$ cat src/pkg/ser_pkg.sv
// Constants and types shared by the status and event register bank
package ser_pkg;

	// Register select codes on the query port
	typedef enum logic [3:0] {
		SER_SEL_QUES_COND = 4'h0,
		SER_SEL_QUES_EVENT = 4'h1,
		SER_SEL_QUES_ENABLE = 4'h2,
		SER_SEL_OPER_COND = 4'h3,
		SER_SEL_OPER_EVENT = 4'h4,
		SER_SEL_OPER_ENABLE = 4'h5,
		SER_SEL_MOT_COND = 4'h6,
		SER_SEL_MOT_EVENT = 4'h7,
		SER_SEL_MOT_ENABLE = 4'h8,
		SER_SEL_STD_EVENT = 4'h9,
		SER_SEL_STD_ENABLE = 4'ha,
		SER_SEL_STATUS_BYTE = 4'hb,
		SER_SEL_SRQ_ENABLE = 4'hc,
		SER_SEL_TRIG_ENABLE = 4'hd
	} ser_sel_t;

	localparam int SER_GROUP_W = 16;
	localparam int SER_BYTE_W = 8;
	localparam int SER_AXES = 4;
	localparam int SER_LIMITS = 8;

	// Field positions
	localparam int SER_MOT_AXIS_LSB = 1;
	localparam int SER_MOT_LIMIT_LSB = 8;
	localparam int SER_STB_MOT = 0;
	localparam int SER_STB_QUES = 3;
	localparam int SER_STB_ESB = 5;
	localparam int SER_STB_RQS = 6;
	localparam int SER_STB_OPER = 7;

	// Values after reset
	localparam logic [15:0] SER_GROUP_RST = 16'h0000;
	localparam logic [7:0] SER_BYTE_RST = 8'h00;
	localparam logic [3:0] SER_TRIG_RST = 4'h0;

	// Which motion bits latch on a change of condition
	localparam logic [15:0] SER_MOT_CHG_MASK = 16'h001e;

endpackage

$ cat src/hw/ser_bank.sv
// Status reporting register bank: three groups, standard event, status byte, trigger out
module ser_bank #(
	parameter int AXES = 4,
	parameter int LIMITS = 8
) (
	// Clock, reset and enable
	input wire logic clk_in,
	input wire logic resetn_in,
	input wire logic ce_in,
	// Live instrument state, same clock
	input wire logic [15:0] ques_cond_in,
	input wire logic [15:0] oper_cond_in,
	input wire logic [AXES-1:0] axis_moving_in,
	input wire logic [LIMITS-1:0] limit_recovered_in,
	input wire logic [7:0] std_event_set_in,
	// Limit switch pins, asynchronous
	input wire logic [LIMITS-1:0] limit_pin_in,
	// Query port
	input wire logic rd_in,
	input wire logic wr_in,
	input wire logic [3:0] sel_in,
	input wire logic [15:0] wdata_in,
	output logic [15:0] rdata_out,
	output logic rvalid_out,
	// Service request and trigger outputs
	output logic srq_out,
	output logic [AXES-1:0] trig_out
);

	logic [LIMITS-1:0] limit_meta;
	logic [LIMITS-1:0] limit_sync;
	logic [AXES-1:0] moving_q;
	logic [AXES-1:0] trig_en;
	logic [15:0] mot_cond_src;
	logic [15:0] mot_set;
	logic [15:0] ques_cond, ques_event, ques_enable;
	logic [15:0] oper_cond, oper_event, oper_enable;
	logic [15:0] mot_cond, mot_event, mot_enable;
	logic [7:0] std_cond, std_event, std_enable;
	logic ques_sum, oper_sum, mot_sum, std_sum;
	logic [7:0] srq_enable;
	logic [7:0] stb;
	logic [15:0] next_rdata;
	ser_pkg::ser_sel_t sel;

	// The motion register layout has room for exactly this many axes and switches
	if (AXES != ser_pkg::SER_AXES || LIMITS != ser_pkg::SER_LIMITS) begin : g_bad_size
		$error("ser_bank serves four axes and eight limit switches only");
	end

	assign sel = ser_pkg::ser_sel_t'(sel_in);

	////////////////////////////////////////////////////////////////////////////
	// Limit switches are pins, so two flops before use
	always_ff @(posedge clk_in or negedge resetn_in) begin
		if (!resetn_in) begin
			limit_meta <= '0;
			limit_sync <= '0;
		end else if (ce_in) begin
			limit_meta <= limit_pin_in;
			limit_sync <= limit_meta;
		end
	end

	// Motion condition layout: axes at bits 1..4, limits at 8..15
	always_comb begin
		mot_cond_src = 16'h0000;
		mot_cond_src[ser_pkg::SER_MOT_AXIS_LSB +: AXES] = axis_moving_in;
		mot_cond_src[ser_pkg::SER_MOT_LIMIT_LSB +: LIMITS] = limit_sync;
		mot_set = 16'h0000;
		mot_set[ser_pkg::SER_MOT_LIMIT_LSB +: LIMITS] = limit_recovered_in;
	end

	////////////////////////////////////////////////////////////////////////////
	// Register groups; event registers clear on their own read
	ser_group #(.W(16), .CHG_MASK(16'hffff)) u_ques (
		.clk_in(clk_in), .resetn_in(resetn_in), .ce_in(ce_in),
		.cond_in(ques_cond_in), .set_in(16'h0000),
		.clr_in(rd_in && sel == ser_pkg::SER_SEL_QUES_EVENT),
		.en_wr_in(wr_in && sel == ser_pkg::SER_SEL_QUES_ENABLE), .en_data_in(wdata_in),
		.cond_out(ques_cond), .event_out(ques_event), .enable_out(ques_enable),
		.summary_out(ques_sum)
	);

	ser_group #(.W(16), .CHG_MASK(16'hffff)) u_oper (
		.clk_in(clk_in), .resetn_in(resetn_in), .ce_in(ce_in),
		.cond_in(oper_cond_in), .set_in(16'h0000),
		.clr_in(rd_in && sel == ser_pkg::SER_SEL_OPER_EVENT),
		.en_wr_in(wr_in && sel == ser_pkg::SER_SEL_OPER_ENABLE), .en_data_in(wdata_in),
		.cond_out(oper_cond), .event_out(oper_event), .enable_out(oper_enable),
		.summary_out(oper_sum)
	);

	// Axis bits latch on change; limit bits only on recovery, not on every bounce
	ser_group #(.W(16), .CHG_MASK(ser_pkg::SER_MOT_CHG_MASK)) u_mot (
		.clk_in(clk_in), .resetn_in(resetn_in), .ce_in(ce_in),
		.cond_in(mot_cond_src), .set_in(mot_set),
		.clr_in(rd_in && sel == ser_pkg::SER_SEL_MOT_EVENT),
		.en_wr_in(wr_in && sel == ser_pkg::SER_SEL_MOT_ENABLE), .en_data_in(wdata_in),
		.cond_out(mot_cond), .event_out(mot_event), .enable_out(mot_enable),
		.summary_out(mot_sum)
	);

	// Standard event register has no condition layer
	ser_group #(.W(8), .CHG_MASK(8'h00)) u_std (
		.clk_in(clk_in), .resetn_in(resetn_in), .ce_in(ce_in),
		.cond_in(8'h00), .set_in(std_event_set_in),
		.clr_in(rd_in && sel == ser_pkg::SER_SEL_STD_EVENT),
		.en_wr_in(wr_in && sel == ser_pkg::SER_SEL_STD_ENABLE),
		.en_data_in(wdata_in[7:0]),
		.cond_out(std_cond), .event_out(std_event), .enable_out(std_enable),
		.summary_out(std_sum)
	);

	////////////////////////////////////////////////////////////////////////////
	// Service request enable, bit 6 is always held at zero
	always_ff @(posedge clk_in or negedge resetn_in) begin
		if (!resetn_in) begin
			srq_enable <= ser_pkg::SER_BYTE_RST;
		end else if (ce_in && wr_in && sel == ser_pkg::SER_SEL_SRQ_ENABLE) begin
			srq_enable <= wdata_in[7:0] & 8'hbf;
		end
	end

	// Status byte is built live from the group summaries
	always_comb begin
		stb = 8'h00;
		stb[ser_pkg::SER_STB_MOT] = mot_sum;
		stb[ser_pkg::SER_STB_QUES] = ques_sum;
		stb[ser_pkg::SER_STB_ESB] = std_sum;
		stb[ser_pkg::SER_STB_OPER] = oper_sum;
		stb[ser_pkg::SER_STB_RQS] = |(stb & srq_enable);
	end

	assign srq_out = stb[ser_pkg::SER_STB_RQS];

	////////////////////////////////////////////////////////////////////////////
	// Trigger enable mask, one bit per axis
	always_ff @(posedge clk_in or negedge resetn_in) begin
		if (!resetn_in) begin
			trig_en <= ser_pkg::SER_TRIG_RST;
		end else if (ce_in && wr_in && sel == ser_pkg::SER_SEL_TRIG_ENABLE) begin
			trig_en <= wdata_in[AXES-1:0];
		end
	end

	// Trajectory end raises the output; a new move drops it again
	always_ff @(posedge clk_in or negedge resetn_in) begin
		if (!resetn_in) begin
			moving_q <= '0;
			trig_out <= '0;
		end else if (ce_in) begin
			moving_q <= axis_moving_in;
			trig_out <= trig_en & (trig_out | (moving_q & ~axis_moving_in))
				& ~axis_moving_in;
		end
	end

	////////////////////////////////////////////////////////////////////////////
	// Read mux; zero on unused codes
	always_comb begin
		next_rdata = 16'h0000;
		unique case (sel)
			ser_pkg::SER_SEL_QUES_COND: next_rdata = ques_cond;
			ser_pkg::SER_SEL_QUES_EVENT: next_rdata = ques_event;
			ser_pkg::SER_SEL_QUES_ENABLE: next_rdata = ques_enable;
			ser_pkg::SER_SEL_OPER_COND: next_rdata = oper_cond;
			ser_pkg::SER_SEL_OPER_EVENT: next_rdata = oper_event;
			ser_pkg::SER_SEL_OPER_ENABLE: next_rdata = oper_enable;
			ser_pkg::SER_SEL_MOT_COND: next_rdata = mot_cond;
			ser_pkg::SER_SEL_MOT_EVENT: next_rdata = mot_event;
			ser_pkg::SER_SEL_MOT_ENABLE: next_rdata = mot_enable;
			ser_pkg::SER_SEL_STD_EVENT: next_rdata = {8'h00, std_event};
			ser_pkg::SER_SEL_STD_ENABLE: next_rdata = {8'h00, std_enable};
			ser_pkg::SER_SEL_STATUS_BYTE: next_rdata = {8'h00, stb};
			ser_pkg::SER_SEL_SRQ_ENABLE: next_rdata = {8'h00, srq_enable};
			ser_pkg::SER_SEL_TRIG_ENABLE: next_rdata = {12'h000, trig_en};
			default: next_rdata = 16'h0000;
		endcase
	end

	// Data is taken before the clear at the same edge
	always_ff @(posedge clk_in or negedge resetn_in) begin
		if (!resetn_in) begin
			rdata_out <= 16'h0000;
			rvalid_out <= 1'b0;
		end else if (ce_in) begin
			rvalid_out <= rd_in;
			if (rd_in) begin
				rdata_out <= next_rdata;
			end
		end
	end

	////////////////////////////////////////////////////////////////////////////
	// Output checks; the pin path needs four enabled edges, one for the pin and three flops
	a_axis1_moving: assert property (@(posedge clk_in) disable iff (!resetn_in)
		ce_in |=> mot_cond[1] == $past(axis_moving_in[0]))
		else $error("motion bit 1 does not follow axis 1");
	a_limit_sync: assert property (@(posedge clk_in) disable iff (!resetn_in)
		ce_in [*4] |-> mot_cond[15:8] == $past(limit_pin_in, 3))
		else $error("limit bits do not follow pins after sync");
	a_axis1_event: assert property (@(posedge clk_in) disable iff (!resetn_in)
		ce_in && (mot_cond_src[1] != mot_cond[1]) |=> mot_event[1])
		else $error("axis 1 change not latched");
	a_recov_event: assert property (@(posedge clk_in) disable iff (!resetn_in)
		ce_in && limit_recovered_in[0] |=> mot_event[8])
		else $error("recovery not latched");
	a_read_clears: assert property (@(posedge clk_in) disable iff (!resetn_in)
		ce_in && rd_in && sel == ser_pkg::SER_SEL_MOT_EVENT && mot_set == 16'h0000
		&& mot_cond_src == mot_cond |=> mot_event == 16'h0000 && rdata_out == $past(mot_event))
		else $error("motion event read did not return then clear");
	a_trig_end: assert property (@(posedge clk_in) disable iff (!resetn_in)
		ce_in && trig_en[0] && moving_q[0] && !axis_moving_in[0] |=> trig_out[0]
		&& !mot_cond[1])
		else $error("trajectory end did not raise trigger");
	a_trig_off: assert property (@(posedge clk_in) disable iff (!resetn_in)
		ce_in && (!trig_en[0] || axis_moving_in[0]) |=> !trig_out[0])
		else $error("trigger high while disabled or moving");
	a_srq_mask: assert property (@(posedge clk_in) disable iff (!resetn_in)
		srq_out |-> (stb & srq_enable & 8'hbf) != 8'h00)
		else $error("service request without enabled summary");
	a_rvalid_pulse: assert property (@(posedge clk_in) disable iff (!resetn_in)
		ce_in && rd_in |=> rvalid_out)
		else $error("read answer missing");

endmodule

$ cat src/hw/ser_group.sv
// One condition / event / enable register group with read-to-clear events
module ser_group #(
	parameter int W = 16,
	parameter logic [W-1:0] CHG_MASK = '1
) (
	// Clock, reset and enable
	input wire logic clk_in,
	input wire logic resetn_in,
	input wire logic ce_in,
	// Event sources
	input wire logic [W-1:0] cond_in,
	input wire logic [W-1:0] set_in,
	// Software side
	input wire logic clr_in,
	input wire logic en_wr_in,
	input wire logic [W-1:0] en_data_in,
	// Register contents
	output logic [W-1:0] cond_out,
	output logic [W-1:0] event_out,
	output logic [W-1:0] enable_out,
	output logic summary_out
);

	logic [W-1:0] next_set;

	// Widths beyond one register word are refused at elaboration
	if (W < 1 || W > 16) begin : g_bad_width
		$error("ser_group width out of range");
	end

	////////////////////////////////////////////////////////////////////////////
	// Condition follows its source, one cycle late
	always_ff @(posedge clk_in or negedge resetn_in) begin
		if (!resetn_in) begin
			cond_out <= '0;
		end else if (ce_in) begin
			cond_out <= cond_in;
		end
	end

	// Edge of any masked bit plus direct set pulses
	assign next_set = ((cond_in ^ cond_out) & CHG_MASK) | set_in;

	// Set wins over the read clear, so no edge is lost at the read
	always_ff @(posedge clk_in or negedge resetn_in) begin
		if (!resetn_in) begin
			event_out <= '0;
		end else if (ce_in) begin
			event_out <= (clr_in ? '0 : event_out) | next_set;
		end
	end

	// Enable mask, software written
	always_ff @(posedge clk_in or negedge resetn_in) begin
		if (!resetn_in) begin
			enable_out <= '0;
		end else if (ce_in && en_wr_in) begin
			enable_out <= en_data_in;
		end
	end

	assign summary_out = |(event_out & enable_out);

	////////////////////////////////////////////////////////////////////////////
	// Event latch checks; frozen cycles are left out
	a_set_wins_clear: assert property (@(posedge clk_in) disable iff (!resetn_in)
		ce_in && clr_in |=> event_out == $past(next_set))
		else $error("event clear did not keep simultaneous set");
	a_change_latched: assert property (@(posedge clk_in) disable iff (!resetn_in)
		ce_in |=> (event_out & $past(next_set)) == $past(next_set))
		else $error("condition change not latched");
	a_hold_no_read: assert property (@(posedge clk_in) disable iff (!resetn_in)
		ce_in && !clr_in |=> (event_out & $past(event_out)) == $past(event_out))
		else $error("event bit lost without read");

endmodule

$ cat config.mk
export PLATFORM = sky130hd
export DESIGN_NAME = ser_bank
export DESIGN_NICKNAME = d
export VERILOG_FILES = /design/src/pkg/ser_pkg.sv /design/src/hw/ser_bank.sv /design/src/hw/ser_group.sv
export SDC_FILE = /design/constraint.sdc
export NUM_CORES = 1
export LEC_CHECK = 0
export BUFFER_PORTS_ARGS = -buffer_cell sky130_fd_sc_hd__buf_2
export CORE_MARGIN = 4
export CORE_UTILIZATION = 35
export CTS_CLUSTER_SIZE = 30
export DETAILED_ROUTE_END_ITERATION = 8
export MAX_ROUTING_LAYER = met4
export PLACE_DENSITY = 0.5
export SYNTH_ARGS = -nofsm -noshare
export SYNTH_HDL_FRONTEND = slang
export SYNTH_SLANG_ARGS = --single-unit
$ cat constraint.sdc
create_clock -name clk_in -period 2.47 [get_ports clk_in]
set_input_delay 0 -clock clk_in [delete_from_list [all_inputs] [get_ports clk_in]]
set_output_delay 0 -clock clk_in [all_outputs]
set_load 0.05 [all_outputs]
==> results of run 1 <==
## per-layer routing
metal  routed length (um)  track usage, %  vias to the layer above
met5                    0               -                        -
met4                  745           6.597                        0
met3                 1788           3.763                       40
met2                14160           33.41                      250
met1                14010           30.93                     3613
li1                     -               -                     3184
## cell type report
type / instances / area [um2]
clock inverters: 15 / 172.7
inverters: 7 / 26.28
well taps: 335 / 419.2
fillers: 2477 / 14400
multi-input cells: 504 / 3964
repair buffers: 213 / 1570
clock buffers: 17 / 425.4
flip-flops and latches: 200 / 5005
## worst max-delay path: stages, from the launching register on
cell      delay, ps
dfrtp_1         420
a22o_1          240
a221oi_1        360
and4_1          280
nand2b_1        100
nand4_1         140
buf_2           260
## sequential cells by signal, summed over array words and instances (netlist names), 9 cells and up
name	cells
u_oper.event_out	16
u_oper.enable_out	16
u_mot.event_out	12
u_ques.event_out	16
u_mot.enable_out	16
u_oper.cond_out	16
u_mot.cond_out	9
u_ques.enable_out	16
rdata_out	16
u_ques.cond_out	16
## worst max-delay path by stage
stage,end,start,slack (ps),cells past startpoint
4_1_cts,srq_out,u_oper.event_out[11],160,6
3_3_place_gp,rdata_out[4],sel_in[0],380,7
6_report,srq_out,u_oper.event_out[0],220,6
3_5_place_dp,rdata_out[4],sel_in[0],340,7
2_1_floorplan,rdata_out[6],u_mot.event_out[10],410,6
5_1_grt,srq_out,u_mot.event_out[10],60,6
## cells in the final DEF (no fill, tap or decap), types with 15 or more instances in the layout
| cell | instances |
|---|---|
| dfrtp_1 | 200 |
| mux2_2 | 114 |
| buf_2 | 104 |
| dlygate4sd3_1 | 80 |
| nand2_1 | 67 |
| a22oi_1 | 41 |
| o21ai_0 | 41 |
| a22o_1 | 32 |
| xnor2_1 | 32 |
| buf_4 | 26 |
| nor2_1 | 20 |
| clkbuf_16 | 17 |
| mux2_1 | 15 |
## where the power goes
group,switching (uW),internal [uW],total [uW]
clock,1470,1370,2840
combinational,777,707,1480
sequential,445,3690,4140
## metrics by stage
| stage | setup slack, ps | util, % | std cells | hold slack (ps) |
|---|---|---|---|---|
| 2_1_floorplan | 408.0 | - | 755 | -295.6 |
| 3_3_place_gp | 379.4 | 39.17 | 1179 | 123.2 |
| 3_5_place_dp | 341.3 | 39.17 | 1179 | 113.8 |
| 4_1_cts | 155.2 | 44.55 | 1291 | 25.87 |
| 5_1_grt | 64.33 | 44.57 | 1291 | 37.17 |
| 6_report | 220.1 | 44.57 | 1291 | 59.03 |
## cell families (layout without fill, tap and decap cells)
| family | after synthesis | after routing |
|---|---|---|
| xor+xnor | 32 | 32 |
| flops | 200 | 200 |
| buf+inv | 51 | 252 |
| compound gates | 191 | 191 |
| simple gates | 143 | 143 |
| mux | 134 | 134 |
| fa+ha+maj | 4 | 4 |
## repair_timing
| item | CTS | global route |
|---|---|---|
| resized for setup | 0 | 1 |
| hold buffers | 80 | 0 |
| endpoints found under the hold margin | 246 | 0 |
| setup endpoints to repair | 0 | 1 |
==> flow_summary.json, run 1 <==
{
  "crit_type": "reg -> out",
  "grt_setup_unrepaired": "no",
  "status": "finished clean",
  "grt_usage_pct": 22.19,
  "synth.mux.area_fraction_pct": 16.28,
  "die_y_um": 170.4,
  "asyncSetResetFlopFracSynth_pct": 100.0,
  "hold_viol_final": 0,
  "routabilityCongestion": 0.9361,
  "detailroute.via_count": 7087,
  "iter_0_drt_violations": 561,
  "worstSkewPairLatency_ps": 440,
  "clockRootBuffer": "clkbuf_16",
  "final_max_slew_viol_count": 0,
  "synth-xor-area-share_pct": 3.036,
  "initial_antenna_violation_count": 0,
  "drive_gt1_share_pct": 31.07,
  "post-cts-setup-buffers": 0,
  "pin_count": 107,
  "worst_ep_arrival_time_ps": 2250,
  "fmax_ghz": 0.4445,
  "yosys-top-cells-area": "dfrtp_1 (54%), mux2_2 (14%), a22oi_1 (3.3%)",
  "syn-mean-instance-area_um2": 12.23,
  "grt_start_max_net_pins": 85,
  "drc": 0,
  "worst_vdd_drop_uv": 476.3,
  "placed_cell_area_um2": 10180,
  "cap_violations": 0,
  "worst_slew_pin_slew_ps": 1158,
  "power-per-cell-area_nw_per_um2": 730.9,
  "design.core.area_um2": 25980,
  "timing.hold.worst.start": "rd_in",
  "route.final.wire_length_um": 30700,
  "r2r_start": "u_oper.event_out[0]",
  "final_cell_area_um2": 11580,
  "synth_edf_count": 0,
  "hpwlAfterDp_um": 21800,
  "leakage_uw": 0.005139,
  "die_width_um": 170.4,
  "setup.worst_path.start_class": "flip-flop",
  "cts_tree": "yes",
  "worst-r2r-setup-slack_ps": 610,
  "whs_endpoint": "u_oper.event_out[6]",
  "rr_endpoint": "rdata_out[6]",
  "timing.max_slew.rel_slack_pct": 22.38,
  "dominantRegCellSynth": "dfrtp_1",
  "timing.critical_path.to_type": "output port",
  "die_area_um2": 29040,
  "std_cell_rows": 59,
  "cts-htree-levels": 4,
  "n_antenna_cell": 0,
  "final_period_minus_worst_setup_slack_ps": 2250,
  "synth-compound-area-share_pct": 14.93,
  "first_global_vias": 7146,
  "path_max_fanout": 3,
  "layout-area-overhead-vs-synth_pct": 25.45,
  "viasPerCell": 5.490,
  "total_of_warnings_raised_by_yosys": 0,
  "synthCells": 755,
  "synth_cell_types": 52,
  "seq_area_frac_synth_pct": 54.21,
  "synth_top_cells_by_count": "dfrtp_1 (200), mux2_2 (114), nand2_1 (67), a22oi_1 (41), o21ai_0 (41)",
  "port_buffers": 106,
  "route.antenna.remaining_nets": 0,
  "synth.largest_area_cell": "dfrtp_1",
  "postSynthRegisterBits": 200,
  "floorplan.initialDensity_pct": 35.53,
  "synth-simple-area-share_pct": 8.077,
  "timing.final.crit_share_pct": 91.09,
  "hp-class": "in -> reg",
  "global_route_wire_length_before_repair_um": 46410,
  "crit_required_ps": 2470,
  "totalNegativeSetupSlack_ps": 0,
  "synth_nets": 844,
  "globalRoute.totalOverflow": 0,
  "synth_cell_area_um2": 9233,
  "report.final.setup_viol": 0,
  "synth_largest_type_area_fraction_pct": 54.21,
  "clock_path_buffers": 2,
  "fin_nets": 1032,
  "numCtsBuffers": 17,
  "skew_ps": 14.18,
  "post-layout-total-power_uw": 8466,
  "clk_pin_slew_ps": 80,
  "routedWlPerCell_um": 23.78,
  "synth_top_family_by_area": "multiplexers",
  "clock-sinks": 200,
  "detailed_routing_iteration_count_for_the_pre_antenna_repair_pass": 6,
  "synth_fa_ha_area_share_pct": 0.5421,
  "synth_most_common_cell": "dfrtp_1",
  "hold_depth": 4,
  "reg2reg_depth": 6
}
(Power assumes the default switching activity.)
==> inputs of run 2 (changes only) <==
Settings changed: CORE_ASPECT_RATIO from default to 1.2.
==> run 2 against run 1 <==
  * Die area about the same
  * Worst hold slack improved by 32 ps
  * Maximum frequency decreased by 1.4%
  * Sequential power about the same
  * Count of clock-buffer cells in the layout unchanged
  * First-iteration DRC count decreased by 8.9%
  * Clock skew increased by 4.7 ps
  * Sequential cell count unchanged
  * Routed wire length decreased by 1.0%
==> flow_summary.json, run 2 (synthesis gave the netlist of run 1 again) <==
{
  "status": "finished clean",
  "cts-htree-levels": 4,
  "detailroute.wirelength.met2_um": 14710,
  "routedWlPerCell_um": 23.58,
  "worst-r2r-setup-slack_ps": 600,
  "numCtsBuffers": 17,
  "crit_type": "reg -> out",
  "die_y_um": 185.9,
  "design.core.area_um2": 25780,
  "cts_tree": "yes",
  "skew_ps": 18.84,
  "r2r_start": "u_mot.event_out[4]",
  "fin_nets": 1035,
  "pin_count": 107,
  "drc": 0,
  "routabilityCongestion": 0.8938,
  "detailroute.via_count": 7137,
  "route.antenna.remaining_nets": 0,
  "cts_resized": 0,
  "worst_vdd_drop_uv": 427.1,
  "die_area_um2": 29050,
  "path_max_fanout": 3,
  "clk_pin_slew_ps": 80,
  "clock-sinks": 200,
  "route.top_layer_used": "met4",
  "viasPerCell": 5.537,
  "timing.final.crit_share_pct": 92.34,
  "floorplan.initialDensity_pct": 35.81,
  "worst_ep_arrival_time_ps": 2280,
  "crit_required_ps": 2470,
  "grt_start_max_net_pins": 63,
  "grt_usage_pct": 22.07,
  "met3_routed_wl_um": 1684,
  "worstSkewPairLatency_ps": 450,
  "final_cell_mix": "dfrtp_1 (200), mux2_2 (114), buf_2 (104)",
  "totalNegativeSetupSlack_ps": 0,
  "hp-class": "in -> async",
  "power-per-cell-area_nw_per_um2": 739.2,
  "setup.worst_path.start_class": "flip-flop",
  "layout.cells.most_common": "dfrtp_1",
  "globalRoute.totalOverflow": 0,
  "timing.critical_path.to_type": "output port",
  "timing.max_slew.rel_slack_pct": 23.82,
  "grt_setup_unrepaired": "no",
  "hold_viol_final": 0,
  "reg2reg_depth": 6,
  "die_width_um": 156.3,
  "layout-area-overhead-vs-synth_pct": 25.88,
  "std_cell_rows": 64,
  "final_period_minus_worst_setup_slack_ps": 2281,
  "global_route_wire_length_before_repair_um": 46800,
  "iter_0_drt_violations": 511,
  "rr_endpoint": "rdata_out[6]",
  "fillerInstances": 2461,
  "clock_path_buffers": 2,
  "setup_ws_ps": 189.1,
  "final_max_slew_viol_count": 0,
  "report.final.setup_viol": 0,
  "n_antenna_cell": 0,
  "port_buffers": 106,
  "first_global_vias": 7423,
  "clockRootBuffer": "clkbuf_16",
  "cap_violations": 0,
  "detailed_routing_iteration_count_for_the_pre_antenna_repair_pass": 5,
  "initial_antenna_violation_count": 0,
  "wl_met1_um": 13280,
  "post-place-ws_ps": 376.5,
  "leakage_uw": 0.005169,
  "drive_gt1_share_pct": 31.07,
  "worst_slew_pin_slew_ps": 1137,
  "route.final.wire_length_um": 30390,
  "hpwlAfterDp_um": 21630,
  "fmax_ghz": 0.4384
}
[run 2: cell count changes in the layout (fill, tap and decap cells not counted), sizes merged]
cell	previous run	this run
dlygate4sd3	80	81
buf	132	134
bufinv	0	1
clkinvlp	1	0
[run 2: worst max-delay path by stage]
| stage | end | depth (start not counted) | from |
|---|---|---|---|
| CTS | srq_out | 6 | u_ques.enable_out[0] |
| finish | srq_out | 6 | u_mot.event_out[4] |
| detailed placement | rdata_out[1] | 7 | sel_in[1] |
| global route | srq_out | 6 | u_mot.event_out[4] |
| floorplan | rdata_out[6] | 6 | u_mot.event_out[10] |
| global placement | rdata_out[1] | 7 | sel_in[1] |
[run 2: report_power, final]
part           switching [uW]  internal [uW]
clock                    1500           1480
sequential                451           3690
combinational             763            709
[run 2: what timing repair did]
action / CTS / global route
buffers inserted: 0 / 0
hold buffers: 81 / 0
hold endpoints to repair: 217 / 0
[run 2: final cells by class]
cell class	count	area, um2	area share [%]
Timing Repair Buffer	216	1595	13.73
Clock inverter	15	200.2	1.722
Inverter	7	26.28	0.2261
Clock buffer	17	425.4	3.660
Multi-Input combinational cell	504	3958	34.05
Sequential cell	200	5005	43.06
Tap cell	330	412.9	3.553
[run 2: per-layer routing]
metal / up-vias / track usage [%]
met5: - / -
met4: 0 / 6.493
met3: 45 / 3.349
met2: 275 / 35.07
met1: 3621 / 29.47
li1: 3196 / -
[run 2: worst max-delay path: stages, from the launching register on]
cell and delay (ps):
dfrtp_1 470, a22o_1 230, a221oi_1 250, and3_1 280, a41o_1 220, nand4_1 140
buf_2 250
[run 2: through the flow]
stage | std cells | instance area, um2 | hold WS, ps | power [uW] | utilization (%)
floorplan | 755 | 9233 | -295.6 | 4942 | -
global placement | 1176 | 10190 | 31.15 | 5563 | 39.50
detailed placement | 1176 | 10190 | 28.52 | 5585 | 39.50
CTS | 1289 | 11620 | 99.17 | 8665 | 45.07
global route | 1289 | 11620 | 121.2 | 8996 | 45.07
finish | 1289 | 11620 | 90.80 | 8591 | 45.07
==> inputs of run 3 (changes only) <==
Settings changed: CORE_UTILIZATION 35 to 50, PLACE_DENSITY 0.5 to 0.68.
==> run 3 against run 2 <==
  * Sequential share of layout area increased by 0.82 points
  * Worst hold slack worse by 36 ps
  * Sequential cell count stayed put
  * Routed wire length is 6.1% lower
==> flow_summary.json, run 3 (synthesis gave the netlist of run 1 again) <==
{
  "globalRoute.totalOverflow": 0,
  "multi_input_comb_area_um2": 3958,
  "hold_slack_ps": 54.40,
  "hpwlAfterDp_um": 20390,
  "clock_path_buffers": 2,
  "report.final.setup_viol": 0,
  "floorplan.initialDensity_pct": 50.80,
  "detailed_routing_iteration_count_for_the_pre_antenna_repair_pass": 6,
  "clockRootBuffer": "clkbuf_16",
  "hold_viol_final": 0,
  "power.share.combinational_pct": 17.5,
  "layout-area-overhead-vs-synth_pct": 23.53,
  "pwr-share-seq_pct": 48.8,
  "timing.final.crit_share_pct": 93.00,
  "worst_slew_pin_slew_ps": 1174,
  "fraction_of_power_consumed_by_the_clock_network_pct": 33.7,
  "final_max_slew_viol_count": 0,
  "hp-class": "in -> reg",
  "power.switching_fraction_pct": 31.55,
  "worst_vdd_drop_uv": 548.3,
  "crit_required_ps": 2470,
  "design.core.area_um2": 18170,
  "final_cell_mix": "dfrtp_1 (200), mux2_2 (114), buf_2 (104)",
  "cts_tree": "yes",
  "layout.cells.most_common": "dfrtp_1",
  "timing.max_slew.rel_slack_pct": 21.62,
  "first_global_vias": 7534,
  "fillerInstances": 1423,
  "detailroute.via_count": 7314,
  "timing.critical_path.cells": "a22o_1, a221oi_1, and4_1, nand2b_1, nand4_1, buf_2",
  "int_pwr_uw": 5790,
  "leakage_uw": 0.005118,
  "drc": 0,
  "clock-sinks": 200,
  "grt_setup_unrepaired": "no",
  "cts-htree-levels": 4,
  "crit_path_top_delay_cell": "dfrtp_1",
  "die_area_um2": 20710,
  "post-cts-setup-buffers": 0,
  "max_incr_delay_on_cp_ps": 410,
  "std_cell_rows": 54,
  "cts_resized": 0,
  "timing.critical_path.to_type": "output port",
  "final_period_minus_worst_setup_slack_ps": 2297,
  "drive_gt1_share_pct": 30.77,
  "routabilityCongestion": 0.9608,
  "route.antenna.remaining_nets": 0,
  "route.final.wire_length_um": 28530,
  "fmax_ghz": 0.4353,
  "viasPerCell": 6.235,
  "numCtsBuffers": 17,
  "path_max_fanout": 3,
  "worstSkewPairLatency_ps": 450,
  "skew_ps": 13.52,
  "iter_0_drt_violations": 641,
  "power_switching_uw": 2669,
  "die_width_um": 132.0,
  "crit_type": "reg -> out",
  "initial_antenna_violation_count": 0,
  "die_y_um": 156.9,
  "port_buffers": 106,
  "fin_nets": 1025,
  "worst-r2r-setup-slack_ps": 550,
  "seqCellArea_um2": 5005,
  "power-per-cell-area_nw_per_um2": 741.7,
  "grt_start_max_net_pins": 86,
  "global_route_wire_length_before_repair_um": 44530,
  "pin_count": 107,
  "routedWlPerCell_um": 24.32,
  "cap_violations": 0,
  "setup.worst_path.start_class": "flip-flop",
  "totalNegativeSetupSlack_ps": 0,
  "status": "finished clean",
  "worst_ep_arrival_time_ps": 2300,
  "clk_pin_slew_ps": 80,
  "grt_usage_pct": 29.12,
  "post-layout-total-power_uw": 8459,
  "n_antenna_cell": 0
}
-- run 3: area by class of cell --
| type | count | area share, % |
|---|---|---|
| Clock buffer | 17 | 3.730 |
| Clock inverter | 15 | 1.646 |
| Inverter | 7 | 0.2304 |
| Multi-Input combinational cell | 504 | 34.70 |
| Sequential cell | 200 | 43.88 |
| Tap cell | 224 | 2.457 |
| Timing Repair Buffer | 206 | 13.35 |
-- run 3: worst max-delay path, delay by kind of cell, from the launching register on --
| kind | cells | cell delay (ps) |
|---|---|---|
| AO/OA/AOI/OAI | 2 | 620 |
| buffers and inverters | 1 | 240 |
| AND/OR/NAND/NOR | 3 | 580 |
| flip-flops | 1 | 410 |
-- run 3: worst paths after layout --
path / startpoint / end / cells past startpoint
worst min-delay path: ce_in / rvalid_out / 2
worst max register to register: u_ques.enable_out[5] / rdata_out[3] / 6
max in group asynchronous: resetn_in / u_oper.enable_out[0] / 3
worst max-delay path: u_oper.event_out[0] / srq_out / 6
min in group asynchronous: resetn_in / u_ques.cond_out[7] / 2
worst min register to register: rdata_out[0] / rdata_out[0] / 2
-- run 3: metal layers --
metal / share of wire, % / track usage (%) / wire, um
met1: 40 / 36.44 / 11420
met2: 50 / 48.36 / 14360
met3: 6.3 / 3.987 / 1796
met4: 3.4 / 11.56 / 961
met5: 0 / - / 0
-- run 3: timing repair --
item / in CTS / in global routing
hold endpoints to repair: 244 / 0
endpoints found under the setup margin: 0 / 0
hold buffers: 77 / 0
-- run 3: through the flow --
stage | utilization [%] | cells | setup WS (ps) | instance area, um2
after CTS | 62.75 | 1173 | 149.6 | 11400
after floorplan | - | 755 | 408.0 | 9233
after global placement | 55.14 | 1064 | 382.3 | 10020
final | 62.75 | 1173 | 172.8 | 11400
after global routing | 62.75 | 1173 | 112.8 | 11400
after detailed placement | 55.14 | 1064 | 335.8 | 10020
-- run 3: power groups by stage --
stage,combinational (uW),sequential (uW),clock (uW)
floorplan,794,4150,0
global placement,1350,4170,0
detailed placement,1390,4180,0
CTS,1480,4120,2900
global route,1600,4170,3040
finish,1480,4130,2850
